--- config.mk ---
export PLATFORM = sky130hd
export DESIGN_NAME = pfc_port_regs
export DESIGN_NICKNAME = d
export VERILOG_FILES = /design/src/core/pfc_pkg.sv /design/src/core/pfc_sync.sv /design/src/core/pfc_port_regs.sv
export SDC_FILE = /design/constraint.sdc
export NUM_CORES = 1
export LEC_CHECK = 0
export BUFFER_PORTS_ARGS = -buffer_cell sky130_fd_sc_hd__buf_4
export CORE_ASPECT_RATIO = 2
export CORE_MARGIN = 5
export CORE_UTILIZATION = 37
export CTS_CLUSTER_DIAMETER = 50
export DETAILED_ROUTE_END_ITERATION = 6
export PLACE_DENSITY = 0.77
export SETUP_SLACK_MARGIN = 0.1
export SLEW_MARGIN = 20
export SYNTH_ARGS = -nofsm -noshare
export SYNTH_HDL_FRONTEND = slang
export SYNTH_SLANG_ARGS = --single-unit
--- constraint.sdc ---
create_clock -name clock -period 1.9 [get_ports clock]
set_input_delay 0.095 -clock clock [delete_from_list [all_inputs] [get_ports clock]]
set_output_delay 0.095 -clock clock [all_outputs]
set_load 0.05 [all_outputs]
--- src/core/pfc_pkg.sv ---
// constants, carriers and rule summary for the port 2 flow control register block
// Overview of operation
// - bit 6 read/write: 1 allows half-duplex backpressure, 0 forbids it
// - bit 5 read-only: current duplex, 0 full, 1 half
// - bit 4 read-only: receive pause currently in effect
// - bit 3 read-only: transmit pause currently in effect
// - bit 2 enables pause detection when manual or negotiation is off
// - bit 1 enables pause generation when manual or negotiation is off
// - bit 0 clear with negotiation on: negotiated result rules, manual bits ignored
// - bit 0 set: manual enables alone decide flow control in full duplex
// - writable bits take their reset value from straps latched after reset release
// - an eeprom reload of the straps rewrites the matching register bits
// - status bits start from a combination of several straps
// - writes never alter the transceiver advertisement values
// - bits 31 to 7 are reserved, read zero, ignore writes
`default_nettype none
package pfc_pkg;

	// register map, byte address on the ahb-lite bus
	localparam logic [31:0] FC_CFG_ADDR = 32'h0000_01A4;

	// field positions inside the register word
	localparam int BIT_MANUAL = 0;
	localparam int BIT_TX_EN = 1;
	localparam int BIT_RX_EN = 2;
	localparam int BIT_CUR_TX = 3;
	localparam int BIT_CUR_RX = 4;
	localparam int BIT_CUR_DUPLEX = 5;
	localparam int BIT_BACKPRESSURE = 6;
	localparam int RSVD_LSB = 7;

	// field values before the straps have been captured
	localparam logic RST_FIELD = 1'b0;

	// ahb-lite encodings used by the slave
	localparam logic [1:0] HTRANS_NONSEQ = 2'h2;
	localparam logic [2:0] HSIZE_WORD = 3'h2;
	localparam logic HRESP_OKAY = 1'b0;

	// cycles from reset release until synchronised straps are trusted
	localparam int STRAP_SETTLE_CYCLES = 3;
	localparam int STRAP_W = 5;

	// configuration straps, also the layout the eeprom loader delivers
	typedef struct packed {
		logic autoneg;
		logic half_duplex;
		logic manual_select;
		logic pause_enable;
		logic backpressure;
	} pfc_strap_s;

	// live result from the negotiation engine, same clock domain
	typedef struct packed {
		logic valid;
		logic enable;
		logic half_duplex;
		logic rx_pause;
		logic tx_pause;
	} pfc_neg_s;

	// controls handed to the port mac
	typedef struct packed {
		logic backpressure_enable;
		logic half_duplex;
		logic rx_pause_detect;
		logic tx_pause_generate;
	} pfc_ctrl_s;

	// control state machine
	typedef enum logic [1:0] {
		ST_SETTLE = 2'b01,
		ST_RUN = 2'b10
	} pfc_state_e;

endpackage
`default_nettype wire

--- src/core/pfc_sync.sv ---
// two flip-flop synchroniser for a group of strap pins
`default_nettype none
module pfc_sync #(
	parameter int W = 5
) (
	input wire logic clock,
	input wire logic nrst,
	input wire logic [W-1:0] async_in,
	output logic [W-1:0] sync_out
);

	logic [W-1:0] meta_ff;

	// first stage feeds only the second stage
	always_ff @(posedge clock or negedge nrst) begin
		if (!nrst) begin
			meta_ff <= '0;
			sync_out <= '0;
		end else begin
			meta_ff <= async_in;
			sync_out <= meta_ff;
		end
	end

endmodule
`default_nettype wire

--- src/core/pfc_port_regs.sv ---
// port 2 flow control configuration register with ahb-lite slave
//
// Our own choice: the AHB-Lite interface to the registers.
`default_nettype none
module pfc_port_regs
	import pfc_pkg::*;
#(
	parameter int SETTLE_CYCLES = STRAP_SETTLE_CYCLES
) (
	input wire logic clock,
	input wire logic nrst,
	input wire logic hsel,
	input wire logic [31:0] haddr,
	input wire logic [1:0] htrans,
	input wire logic hwrite,
	input wire logic [2:0] hsize,
	input wire logic [31:0] hwdata,
	input wire logic hready,
	output logic hreadyout,
	output logic hresp,
	output logic [31:0] hrdata,
	input wire pfc_strap_s strap_pins,
	input wire logic eeprom_load,
	input wire pfc_strap_s eeprom_straps,
	input wire pfc_neg_s neg_status,
	output pfc_ctrl_s port_ctrl
);

	// resolve duplex and pause enables: returns {half, rx, tx}
	function automatic logic [2:0] resolve_fc(
		input logic manual,
		input logic rx_en,
		input logic tx_en,
		input logic an_en,
		input logic an_rx,
		input logic an_tx,
		input logic half
	);
		logic rx;
		logic tx;
		rx = 1'b0;
		tx = 1'b0;
		// pause frames only exist in full duplex
		if (!half) begin
			if (manual || !an_en) begin
				rx = rx_en;
				tx = tx_en;
			end else begin
				rx = an_rx;
				tx = an_tx;
			end
		end
		return {half, rx, tx};
	endfunction

	// assemble the register word, reserved bits forced to zero
	function automatic logic [31:0] compose_word(
		input logic bp,
		input logic half,
		input logic cur_rx,
		input logic cur_tx,
		input logic rx_en,
		input logic tx_en,
		input logic manual
	);
		logic [31:0] w;
		w = 32'h0000_0000;
		w[BIT_BACKPRESSURE] = bp;
		w[BIT_CUR_DUPLEX] = half;
		w[BIT_CUR_RX] = cur_rx;
		w[BIT_CUR_TX] = cur_tx;
		w[BIT_RX_EN] = rx_en;
		w[BIT_TX_EN] = tx_en;
		w[BIT_MANUAL] = manual;
		return w;
	endfunction

	pfc_strap_s strap_sync;
	pfc_state_e state_ff;
	pfc_state_e nxt_state;
	logic [3:0] settle_cnt_ff;
	logic strap_load;
	logic eeprom_take;
	logic addr_phase;
	logic addr_hit;
	logic wr_pend_ff;
	logic hit_ff;
	logic sw_write;
	logic bp_en_ff;
	logic rx_en_ff;
	logic tx_en_ff;
	logic manual_ff;
	logic nxt_bp_en;
	logic nxt_rx_en;
	logic nxt_tx_en;
	logic nxt_manual;
	logic cur_half_ff;
	logic cur_rx_ff;
	logic cur_tx_ff;
	logic [2:0] nxt_status;
	logic [2:0] strap_status;
	logic [31:0] hrdata_ff;

	// strap pins come from outside the clock domain
	pfc_sync #(
		.W(STRAP_W)
	) u_strap_sync (
		.clock(clock),
		.nrst(nrst),
		.async_in(strap_pins),
		.sync_out(strap_sync)
	);

	// control state machine: wait for the synchroniser, then run
	always_comb begin
		nxt_state = state_ff;
		case (state_ff)
			ST_SETTLE: begin
				if (settle_cnt_ff == 4'(SETTLE_CYCLES - 1)) begin
					nxt_state = ST_RUN;
				end
			end
			ST_RUN: begin
				nxt_state = ST_RUN;
			end
			default: begin
				nxt_state = ST_SETTLE;
			end
		endcase
	end

	always_ff @(posedge clock or negedge nrst) begin
		if (!nrst) begin
			state_ff <= ST_SETTLE;
		end else begin
			state_ff <= nxt_state;
		end
	end

	// settle counter; a strap is caught after release, never under reset
	always_ff @(posedge clock or negedge nrst) begin
		if (!nrst) begin
			settle_cnt_ff <= 4'h0;
		end else if (state_ff == ST_SETTLE) begin
			settle_cnt_ff <= settle_cnt_ff + 4'h1;
		end
	end

	// one pulse as the settle phase ends latches the straps
	assign strap_load = (state_ff == ST_SETTLE) && (nxt_state == ST_RUN);
	assign eeprom_take = (state_ff == ST_RUN) && eeprom_load;

	// address phase decode; bus stalls until straps are latched
	assign hreadyout = (state_ff == ST_RUN);
	assign hresp = HRESP_OKAY;
	assign addr_phase = hsel && (htrans == HTRANS_NONSEQ) && hready;
	assign addr_hit = (haddr == FC_CFG_ADDR);

	always_ff @(posedge clock or negedge nrst) begin
		if (!nrst) begin
			wr_pend_ff <= 1'b0;
			hit_ff <= 1'b0;
		end else if (hready) begin
			// narrow writes are ignored rather than merged per byte lane
			wr_pend_ff <= addr_phase && hwrite && (hsize == HSIZE_WORD);
			hit_ff <= addr_phase && addr_hit;
		end
	end

	assign sw_write = wr_pend_ff && hit_ff;

	// writable fields: eeprom reload beats a software write in the same cycle
	always_comb begin
		nxt_bp_en = bp_en_ff;
		nxt_rx_en = rx_en_ff;
		nxt_tx_en = tx_en_ff;
		nxt_manual = manual_ff;
		// only bits 6, 2, 1 and 0 take write data; 31 to 7 are dropped
		if (sw_write) begin
			nxt_bp_en = hwdata[BIT_BACKPRESSURE];
			nxt_rx_en = hwdata[BIT_RX_EN];
			nxt_tx_en = hwdata[BIT_TX_EN];
			nxt_manual = hwdata[BIT_MANUAL];
		end
		if (strap_load) begin
			nxt_bp_en = strap_sync.backpressure;
			nxt_rx_en = strap_sync.pause_enable;
			nxt_tx_en = strap_sync.pause_enable;
			nxt_manual = strap_sync.manual_select;
		end
		if (eeprom_take) begin
			nxt_bp_en = eeprom_straps.backpressure;
			nxt_rx_en = eeprom_straps.pause_enable;
			nxt_tx_en = eeprom_straps.pause_enable;
			nxt_manual = eeprom_straps.manual_select;
		end
	end

	// register file holds only its own fields; advertisement lives in the transceiver
	always_ff @(posedge clock or negedge nrst) begin
		if (!nrst) begin
			bp_en_ff <= RST_FIELD;
			rx_en_ff <= RST_FIELD;
			tx_en_ff <= RST_FIELD;
			manual_ff <= RST_FIELD;
		end else begin
			bp_en_ff <= nxt_bp_en;
			rx_en_ff <= nxt_rx_en;
			tx_en_ff <= nxt_tx_en;
			manual_ff <= nxt_manual;
		end
	end

	// strap-derived status stands until the negotiation engine reports, or until manual_ff set recomputes it from the enables
	assign strap_status = eeprom_take
		? resolve_fc(eeprom_straps.manual_select, eeprom_straps.pause_enable,
			eeprom_straps.pause_enable, eeprom_straps.autoneg, eeprom_straps.pause_enable,
			eeprom_straps.pause_enable, eeprom_straps.half_duplex)
		: resolve_fc(strap_sync.manual_select, strap_sync.pause_enable,
			strap_sync.pause_enable, strap_sync.autoneg, strap_sync.pause_enable,
			strap_sync.pause_enable, strap_sync.half_duplex);

	// status bits: live resolution once the engine is valid
	always_comb begin
		nxt_status = {cur_half_ff, cur_rx_ff, cur_tx_ff};
		if (strap_load || (eeprom_take && !neg_status.valid)) begin
			nxt_status = strap_status;
		end else if ((state_ff == ST_RUN) && neg_status.valid) begin
			nxt_status = resolve_fc(manual_ff, rx_en_ff, tx_en_ff, neg_status.enable,
				neg_status.rx_pause, neg_status.tx_pause, neg_status.half_duplex);
		end else if ((state_ff == ST_RUN) && manual_ff) begin
			// no engine result yet: manual enables still decide, duplex stays as last known
			nxt_status = resolve_fc(1'b1, rx_en_ff, tx_en_ff, 1'b1,
				cur_rx_ff, cur_tx_ff, cur_half_ff);
		end
	end

	always_ff @(posedge clock or negedge nrst) begin
		if (!nrst) begin
			cur_half_ff <= RST_FIELD;
			cur_rx_ff <= RST_FIELD;
			cur_tx_ff <= RST_FIELD;
		end else begin
			cur_half_ff <= nxt_status[2];
			cur_rx_ff <= nxt_status[1];
			cur_tx_ff <= nxt_status[0];
		end
	end

	// read data captured at the address phase; forwarding nxt_ covers write-then-read
	always_ff @(posedge clock or negedge nrst) begin
		if (!nrst) begin
			hrdata_ff <= 32'h0000_0000;
		end else if (addr_phase && !hwrite) begin
			if (addr_hit) begin
				hrdata_ff <= compose_word(nxt_bp_en, cur_half_ff, cur_rx_ff, cur_tx_ff,
					nxt_rx_en, nxt_tx_en, nxt_manual);
			end else begin
				hrdata_ff <= 32'h0000_0000; // unmapped reads answer zero
			end
		end
	end

	assign hrdata = hrdata_ff;

	// port controls straight from flops
	always_ff @(posedge clock or negedge nrst) begin
		if (!nrst) begin
			port_ctrl <= '0;
		end else begin
			port_ctrl.backpressure_enable <= nxt_bp_en;
			port_ctrl.half_duplex <= nxt_status[2];
			port_ctrl.rx_pause_detect <= nxt_status[1];
			port_ctrl.tx_pause_generate <= nxt_status[0];
		end
	end
endmodule
`default_nettype wire

==> metrics.yaml, run 1 <==
status:
  status: "completed"
timing:
  finalCriticalPeriod_ns: 1.837
  hold_viol_final: 0
  skew_ns: 0.005152
  holdWs_ns: 0.01846
  slew_viol_final: 0
  rsz0062_at_grt: "yes"
  max_freq_ghz: 0.5443
  tns_ns: 0
  timing.final.crit_share: 0.9670
  finalSetupViolations: 0
floorplanning:
  core_area_sq_mm: 0.004642
  start_util: 0.3833
  die_x_microns: 59.04
  die_area_sq_mm: 0.006380
  boundaryPins: 128
  die_y_microns: 108.1
  fp-row-count: 35
routing:
  drtIter0Drc: 53
  via_count: 1563
  drt_pass1_iterations: 4
  drt-total-wl_microns: 4630
  drc: 0
  wl_per_cell_microns: 14.70
  antenna_left: 0
  via_per_inst: 4.962
yosys:
  syn_area_per_cell_sq_um: 9.830
  synth_common_cells: "buf_4, dfrtp_1, nand2_1"
  yosysUniqueCellTypes: 50
  yosys_warnings: 0
  synth_area_sq_mm: 0.001779
  synth_edf_count: 0
  ys.flop_type: "dfrtp_1"
  ys_seq_area_frac: 0.4226
  synth_seq_cells: 30
  netlist_instances: 181
  synth_top_area_share: 0.4079
  ys_top_cells_by_area: "dfrtp_1, buf_4, nand2_1, mux2i_1, ha_1"
  synth.most_common_cell: "buf_4"
  synth_top_cell_by_area: "dfrtp_1"
  async_flop_share: 1.000
power_and_ir_drop:
  p_leak_nw: 1.218
  power.total_mw: 1.529
  p_sw_mw: 0.4784
  max-vdd-ir-drop_mv: 0.3914
  swShare: 0.3128
  p_int_mw: 1.051
  seqPwrFrac: 0.447
  clock_power_share: 0.309
  pwr_density_cell_mw_per_mm2: 618.2
  combPwrFrac: 0.244
worst_setup_path:
  worstPathArrival_ns: 2.00
  reg2reg_from: "state_ff[0]$_DFF_PN1_"
  rr_worst_depth: 6
  reg2reg_to: "port_ctrl[1]$_DFFE_PN0P_"
  crit_required_ns: 2.06
  cp_max_fo: 6
  cp-endpoint: "port_ctrl[1]$_DFFE_PN0P_"
  crit_start: "state_ff[0]$_DFF_PN1_"
  startpoint_type: "register"
  path_class: "register to register"
  r2r_setup_slack_ns: 0.06
  cp-end-kind: "register"
cells_and_area:
  fillers: 457
  layout-drive-gt1-share: 0.3962
  fin_nets: 354
  num_antenna_cells: 0
  final_util: 0.5329
  syn_to_final_growth_pct: 39.03
global_routing:
  antenna_found_initial: 0
  grt-ovfl-total: 0
  grt_pass1_wl_microns: 6941
  grt_pass1_vias: 1600
  grt_max_degree: 31
  grt_usage: 0.1438
clock_network:
  cts_tree: "yes"
  root_buffer: "clkbuf_8"
  cts_buffers: 5
  clk_pin_slew_ns: 0.06
  cts.path.max_buffers: 2
  clk_latency_ns: 0.28
  cts_sinks: 30
  cts.htree.levels: 2
placed_design:
  globalplace.congestion: 0.8188
  portBuffers: 71
  dp_hpwl_microns: 3645
job:
  maxCapViolations: 0
min_path:
  hp-class: "input pin to register"
  hold_depth: 2
## final cells by class
cell class | instances | area, sq um | share of cell area
inverters | 8 | 30.03 | 0.01214
clock inverters | 2 | 10.01 | 0.004047
well taps | 55 | 68.82 | 0.02782
flip-flops and latches | 30 | 752.0 | 0.3040
clock buffers | 5 | 68.82 | 0.02782
repair buffers | 83 | 635.6 | 0.2570
multi-input cells | 132 | 908.4 | 0.3672
## through the flow
step	cell area, sq um	setup WS, ns	cells
floorplan	1919	0.03631	206
global placement	2295	0.005909	302
detailed placement	2295	-0.003803	302
CTS	2451	0.06550	315
global route	2474	-0.01097	315
finish	2474	0.06263	315
## cells in the final DEF, fill, tap and decap left out, types with 3 or more instances in the layout
| cell | instances |
|---|---|
| a21oi_1 | 6 |
| a22oi_2 | 3 |
| and4_1 | 3 |
| buf_4 | 78 |
| clkbuf_8 | 5 |
| conb_1 | 26 |
| dfrtp_1 | 29 |
| dlygate4sd3_1 | 5 |
| ha_1 | 3 |
| inv_1 | 8 |
| mux2i_1 | 7 |
| nand2_1 | 20 |
| nand3_1 | 4 |
| nor2_1 | 4 |
| nor4_1 | 6 |
| o21ai_0 | 5 |
## worst max-delay path, cell delays in order, from the launching register on
cell and delay, ns:
dfstp_2 0.53, inv_1 0.06, ha_4 0.23, nand2b_4 0.17, a221oi_2 0.27, a32oi_2 0.09, o32a_1 0.37
## layer usage
| metal | up-vias | track usage | wire length (microns) |
|---|---|---|---|
| li1 | 751 | - | - |
| met1 | 716 | 0.1498 | 1547 |
| met2 | 84 | 0.2492 | 2502 |
| met3 | 12 | 0.03345 | 414 |
| met4 | 0 | 0.09076 | 165 |
| met5 | - | 0 | 0 |
## worst min path at each step
stage	slack, ns	to	start
after global routing	0.02	wr_pend_ff$_DFFE_PN0P_	hready
after global placement	0.04	u_strap_sync.sync_out[3]$_DFF_PN0_	nrst
after detailed placement	0.04	state_ff[1]$_DFF_PN0_	nrst
after floorplan	-0.20	hit_ff$_DFFE_PN0P_	nrst
final	0.02	wr_pend_ff$_DFFE_PN0P_	hready
after CTS	0.01	wr_pend_ff$_DFFE_PN0P_	hready
## repair_timing
item | 4_1_cts | 5_1_grt
pin swaps | 3 | 4
endpoints found under the hold margin | 33 | 0
gates resized for setup | 4 | 4
buffers inserted | 1 | 0
hold buffers | 5 | 0
setup endpoints to repair | 7 | 8
## power groups by stage
stage               clock network (mW)  logic [mW]  registers, mW
finish                           0.473       0.373          0.683
global route                     0.515       0.400          0.685
detailed placement                   0       0.362          0.693
CTS                              0.487       0.371          0.682
global placement                     0       0.357          0.693
floorplan                            0       0.280          0.687
## logic make-up (layout without fill, tap and decap cells)
logic type / count (synthesis) / in the layout / synth area share
compound gates: 34 / 34 / 0.1357
xor+xnor: 3 / 3 / 0.01477
fa+ha+maj: 4 / 4 / 0.02813
buf+inv: 44 / 98 / 0.1660
flops: 30 / 30 / 0.4226
mux: 8 / 8 / 0.04571
other cells: 1 / 26 / 0.002108
simple gates: 57 / 57 / 0.1850
## flip-flops by register name, indices dropped and copies added, names as in the netlist
name,cells
port_ctrl,4
rx_en_ff,1
u_strap_sync.meta_ff,4
wr_pend_ff,1
hit_ff,1
state_ff,2
tx_en_ff,1
settle_cnt_ff,4
u_strap_sync.sync_out,4
hrdata,7
manual_ff,1
No activity file was read; power rests on OpenSTA's default activity.
==> inputs of run 2 (changes only) <==
--- a/config.mk
+++ b/config.mk
@@ -11,7 +11,7 @@
 export CORE_UTILIZATION = 37
 export CTS_CLUSTER_DIAMETER = 50
 export DETAILED_ROUTE_END_ITERATION = 6
-export PLACE_DENSITY = 0.77
+export PLACE_DENSITY = 0.74
 export SETUP_SLACK_MARGIN = 0.1
 export SLEW_MARGIN = 20
 export SYNTH_ARGS = -nofsm -noshare
==> metrics.yaml, run 2 (same netlist as run 1, synthesis figures left out) <==
timing:
  tns_ns: 0  # unchanged
  finalCriticalPeriod_ns: 1.813  # was 1.837 ns
  rsz0062_at_grt: "yes"  # unchanged
  finalSetupViolations: 0  # unchanged
  max_freq_ghz: 0.5515  # was 0.5443 GHz
  hold_viol_final: 0  # unchanged
  skew_ns: 0.003844  # was 0.005152 ns
  slew_viol_final: 0  # unchanged
  timing.final.crit_share: 0.9544  # was 0.9670
cells_and_area:
  layout-drive-gt1-share: 0.4075  # was 0.3962
  num_antenna_cells: 0  # unchanged
  final_util: 0.5410  # was 0.5329
  layout_commonest_cell: "buf_4"  # unchanged
  stdcell_count: 320  # was 315
  fin_nets: 359  # was 354
  largest_reg_flops: 7  # unchanged
  syn_to_final_growth_pct: 41.14  # was 39.03%
  mostFrequentLayoutCells: "buf_4, dfrtp_1, conb_1"  # unchanged
routing:
  drt-total-wl_microns: 4419  # was 4630 microns
  drt_pass1_iterations: 4  # unchanged
  antenna_left: 0  # unchanged
  via_count: 1576  # was 1563
  via_per_inst: 4.925  # was 4.962
  drc: 0  # unchanged
  wl_per_cell_microns: 13.81  # was 14.70 microns
  drtIter0Drc: 28  # was 53
worst_setup_path:
  cp-end-kind: "register"  # unchanged
  worstPathArrival_ns: 1.97  # was 2.00 ns
  startpoint_type: "register"  # unchanged
  crit_required_ns: 2.06  # about the same
  cp_max_fo: 5  # was 6
  path_class: "register to register"  # unchanged
clock_network:
  cts.path.max_buffers: 2  # unchanged
  cts.htree.levels: 2  # unchanged
  cts_buffers: 5  # unchanged
  cts_sinks: 30  # unchanged
  cts_tree: "yes"  # unchanged
  clk_pin_slew_ns: 0.06  # about the same
  clk_latency_ns: 0.28  # about the same
  root_buffer: "clkbuf_8"  # unchanged
power_and_ir_drop:
  max-vdd-ir-drop_mv: 0.4665  # was 0.3914 mV
  power.total_mw: 1.521  # was 1.529 mW
  pwr_density_cell_mw_per_mm2: 605.6  # was 618.2 mW/mm^2
  p_leak_nw: 1.238  # was 1.218 nW
placed_design:
  dp_hpwl_microns: 3622  # was 3645 microns
  place_inst: 304  # was 302
  globalplace.congestion: 0.8251  # was 0.8188
  portBuffers: 71  # unchanged
global_routing:
  grt_max_degree: 31  # unchanged
  grt_pass1_wl_microns: 6851  # was 6941 microns
  grt_pass1_vias: 1597  # was 1600
  antenna_found_initial: 0  # unchanged
  grt_usage: 0.1411  # was 0.1438
  grt-ovfl-total: 0  # unchanged
floorplanning:
  boundaryPins: 128  # unchanged
  start_util: 0.3833  # unchanged
  die_area_sq_mm: 0.006380  # unchanged
  core_area_sq_mm: 0.004642  # unchanged
  die_y_microns: 108.1  # unchanged
  fp-row-count: 35  # unchanged
  die_x_microns: 59.04  # unchanged
job:
  maxCapViolations: 0  # unchanged
min_path:
  hp-class: "input pin to register"  # unchanged
status:
  status: "completed"  # unchanged
[run 2: path summary, 6_finish.rpt]
path	cells after the start	from	to	slack, ns
min in group asynchronous	2	nrst	u_strap_sync.meta_ff[3]$_DFF_PN0_	0.28
max in group asynchronous	2	nrst	state_ff[0]$_DFF_PN1_	1.31
hold reg to reg	0	u_strap_sync.meta_ff[0]$_DFF_PN0_	u_strap_sync.sync_out[0]$_DFF_PN0_	0.35
setup / recovery	6	state_ff[0]$_DFF_PN1_	port_ctrl[1]$_DFFE_PN0P_	0.09
setup reg to reg	6	state_ff[0]$_DFF_PN1_	port_ctrl[1]$_DFFE_PN0P_	0.09
hold / removal	2	hready	hit_ff$_DFFE_PN0P_	0.01
[run 2: layout make-up]
class	instances	area [sq um]
Multi-Input combinational cell	132	908.4
Timing Repair Buffer	88	673.1
Tap cell	55	68.82
Fill cell	446	2131
Clock buffer	5	68.82
Sequential cell	30	752.0
Clock inverter	2	10.01
Inverter	8	30.03
[run 2: metal layers]
metal / vias up / global-route usage / wire length, microns
li1: 760 / - / -
met1: 732 / 0.1414 / 1464
met2: 78 / 0.2587 / 2430
met3: 6 / 0.02628 / 418
met4: 0 / 0.08104 / 106
met5: - / 0 / 0
[run 2: critical path, stage by stage (launching register included)]
cell      delay, ns
dfstp_2        0.53
inv_2          0.04
ha_4           0.20
nand2b_4       0.16
a221oi_2       0.27
a32oi_1        0.12
o32a_1         0.37
[run 2: power breakdown]
part | total [mW] | internal, mW | leakage [nW] | switching [mW]
Sequential | 0.683 | 0.665 | 0.368 | 0.0176
Combinational | 0.372 | 0.140 | 0.826 | 0.232
Clock | 0.466 | 0.245 | 0.0438 | 0.221
[run 2: what timing repair did]
action	4_1_cts	5_1_grt
pin swaps	4	1
endpoints found under the setup margin	8	11
hold buffers	5	0
buffers inserted	3	1
resized for setup	5	4
endpoints found under the hold margin	33	0
[run 2: metrics by stage]
step           area [sq um]  setup slack [ns]  hold WS [ns]
2_1_floorplan          1919           0.03631       -0.2006
3_3_place_gp           2310           0.03375       0.03560
3_5_place_dp           2310          0.004627       0.04466
4_1_cts                2484           0.07789      0.006229
5_1_grt                2511         0.0007980       0.01206
6_report               2511           0.08668       0.01483
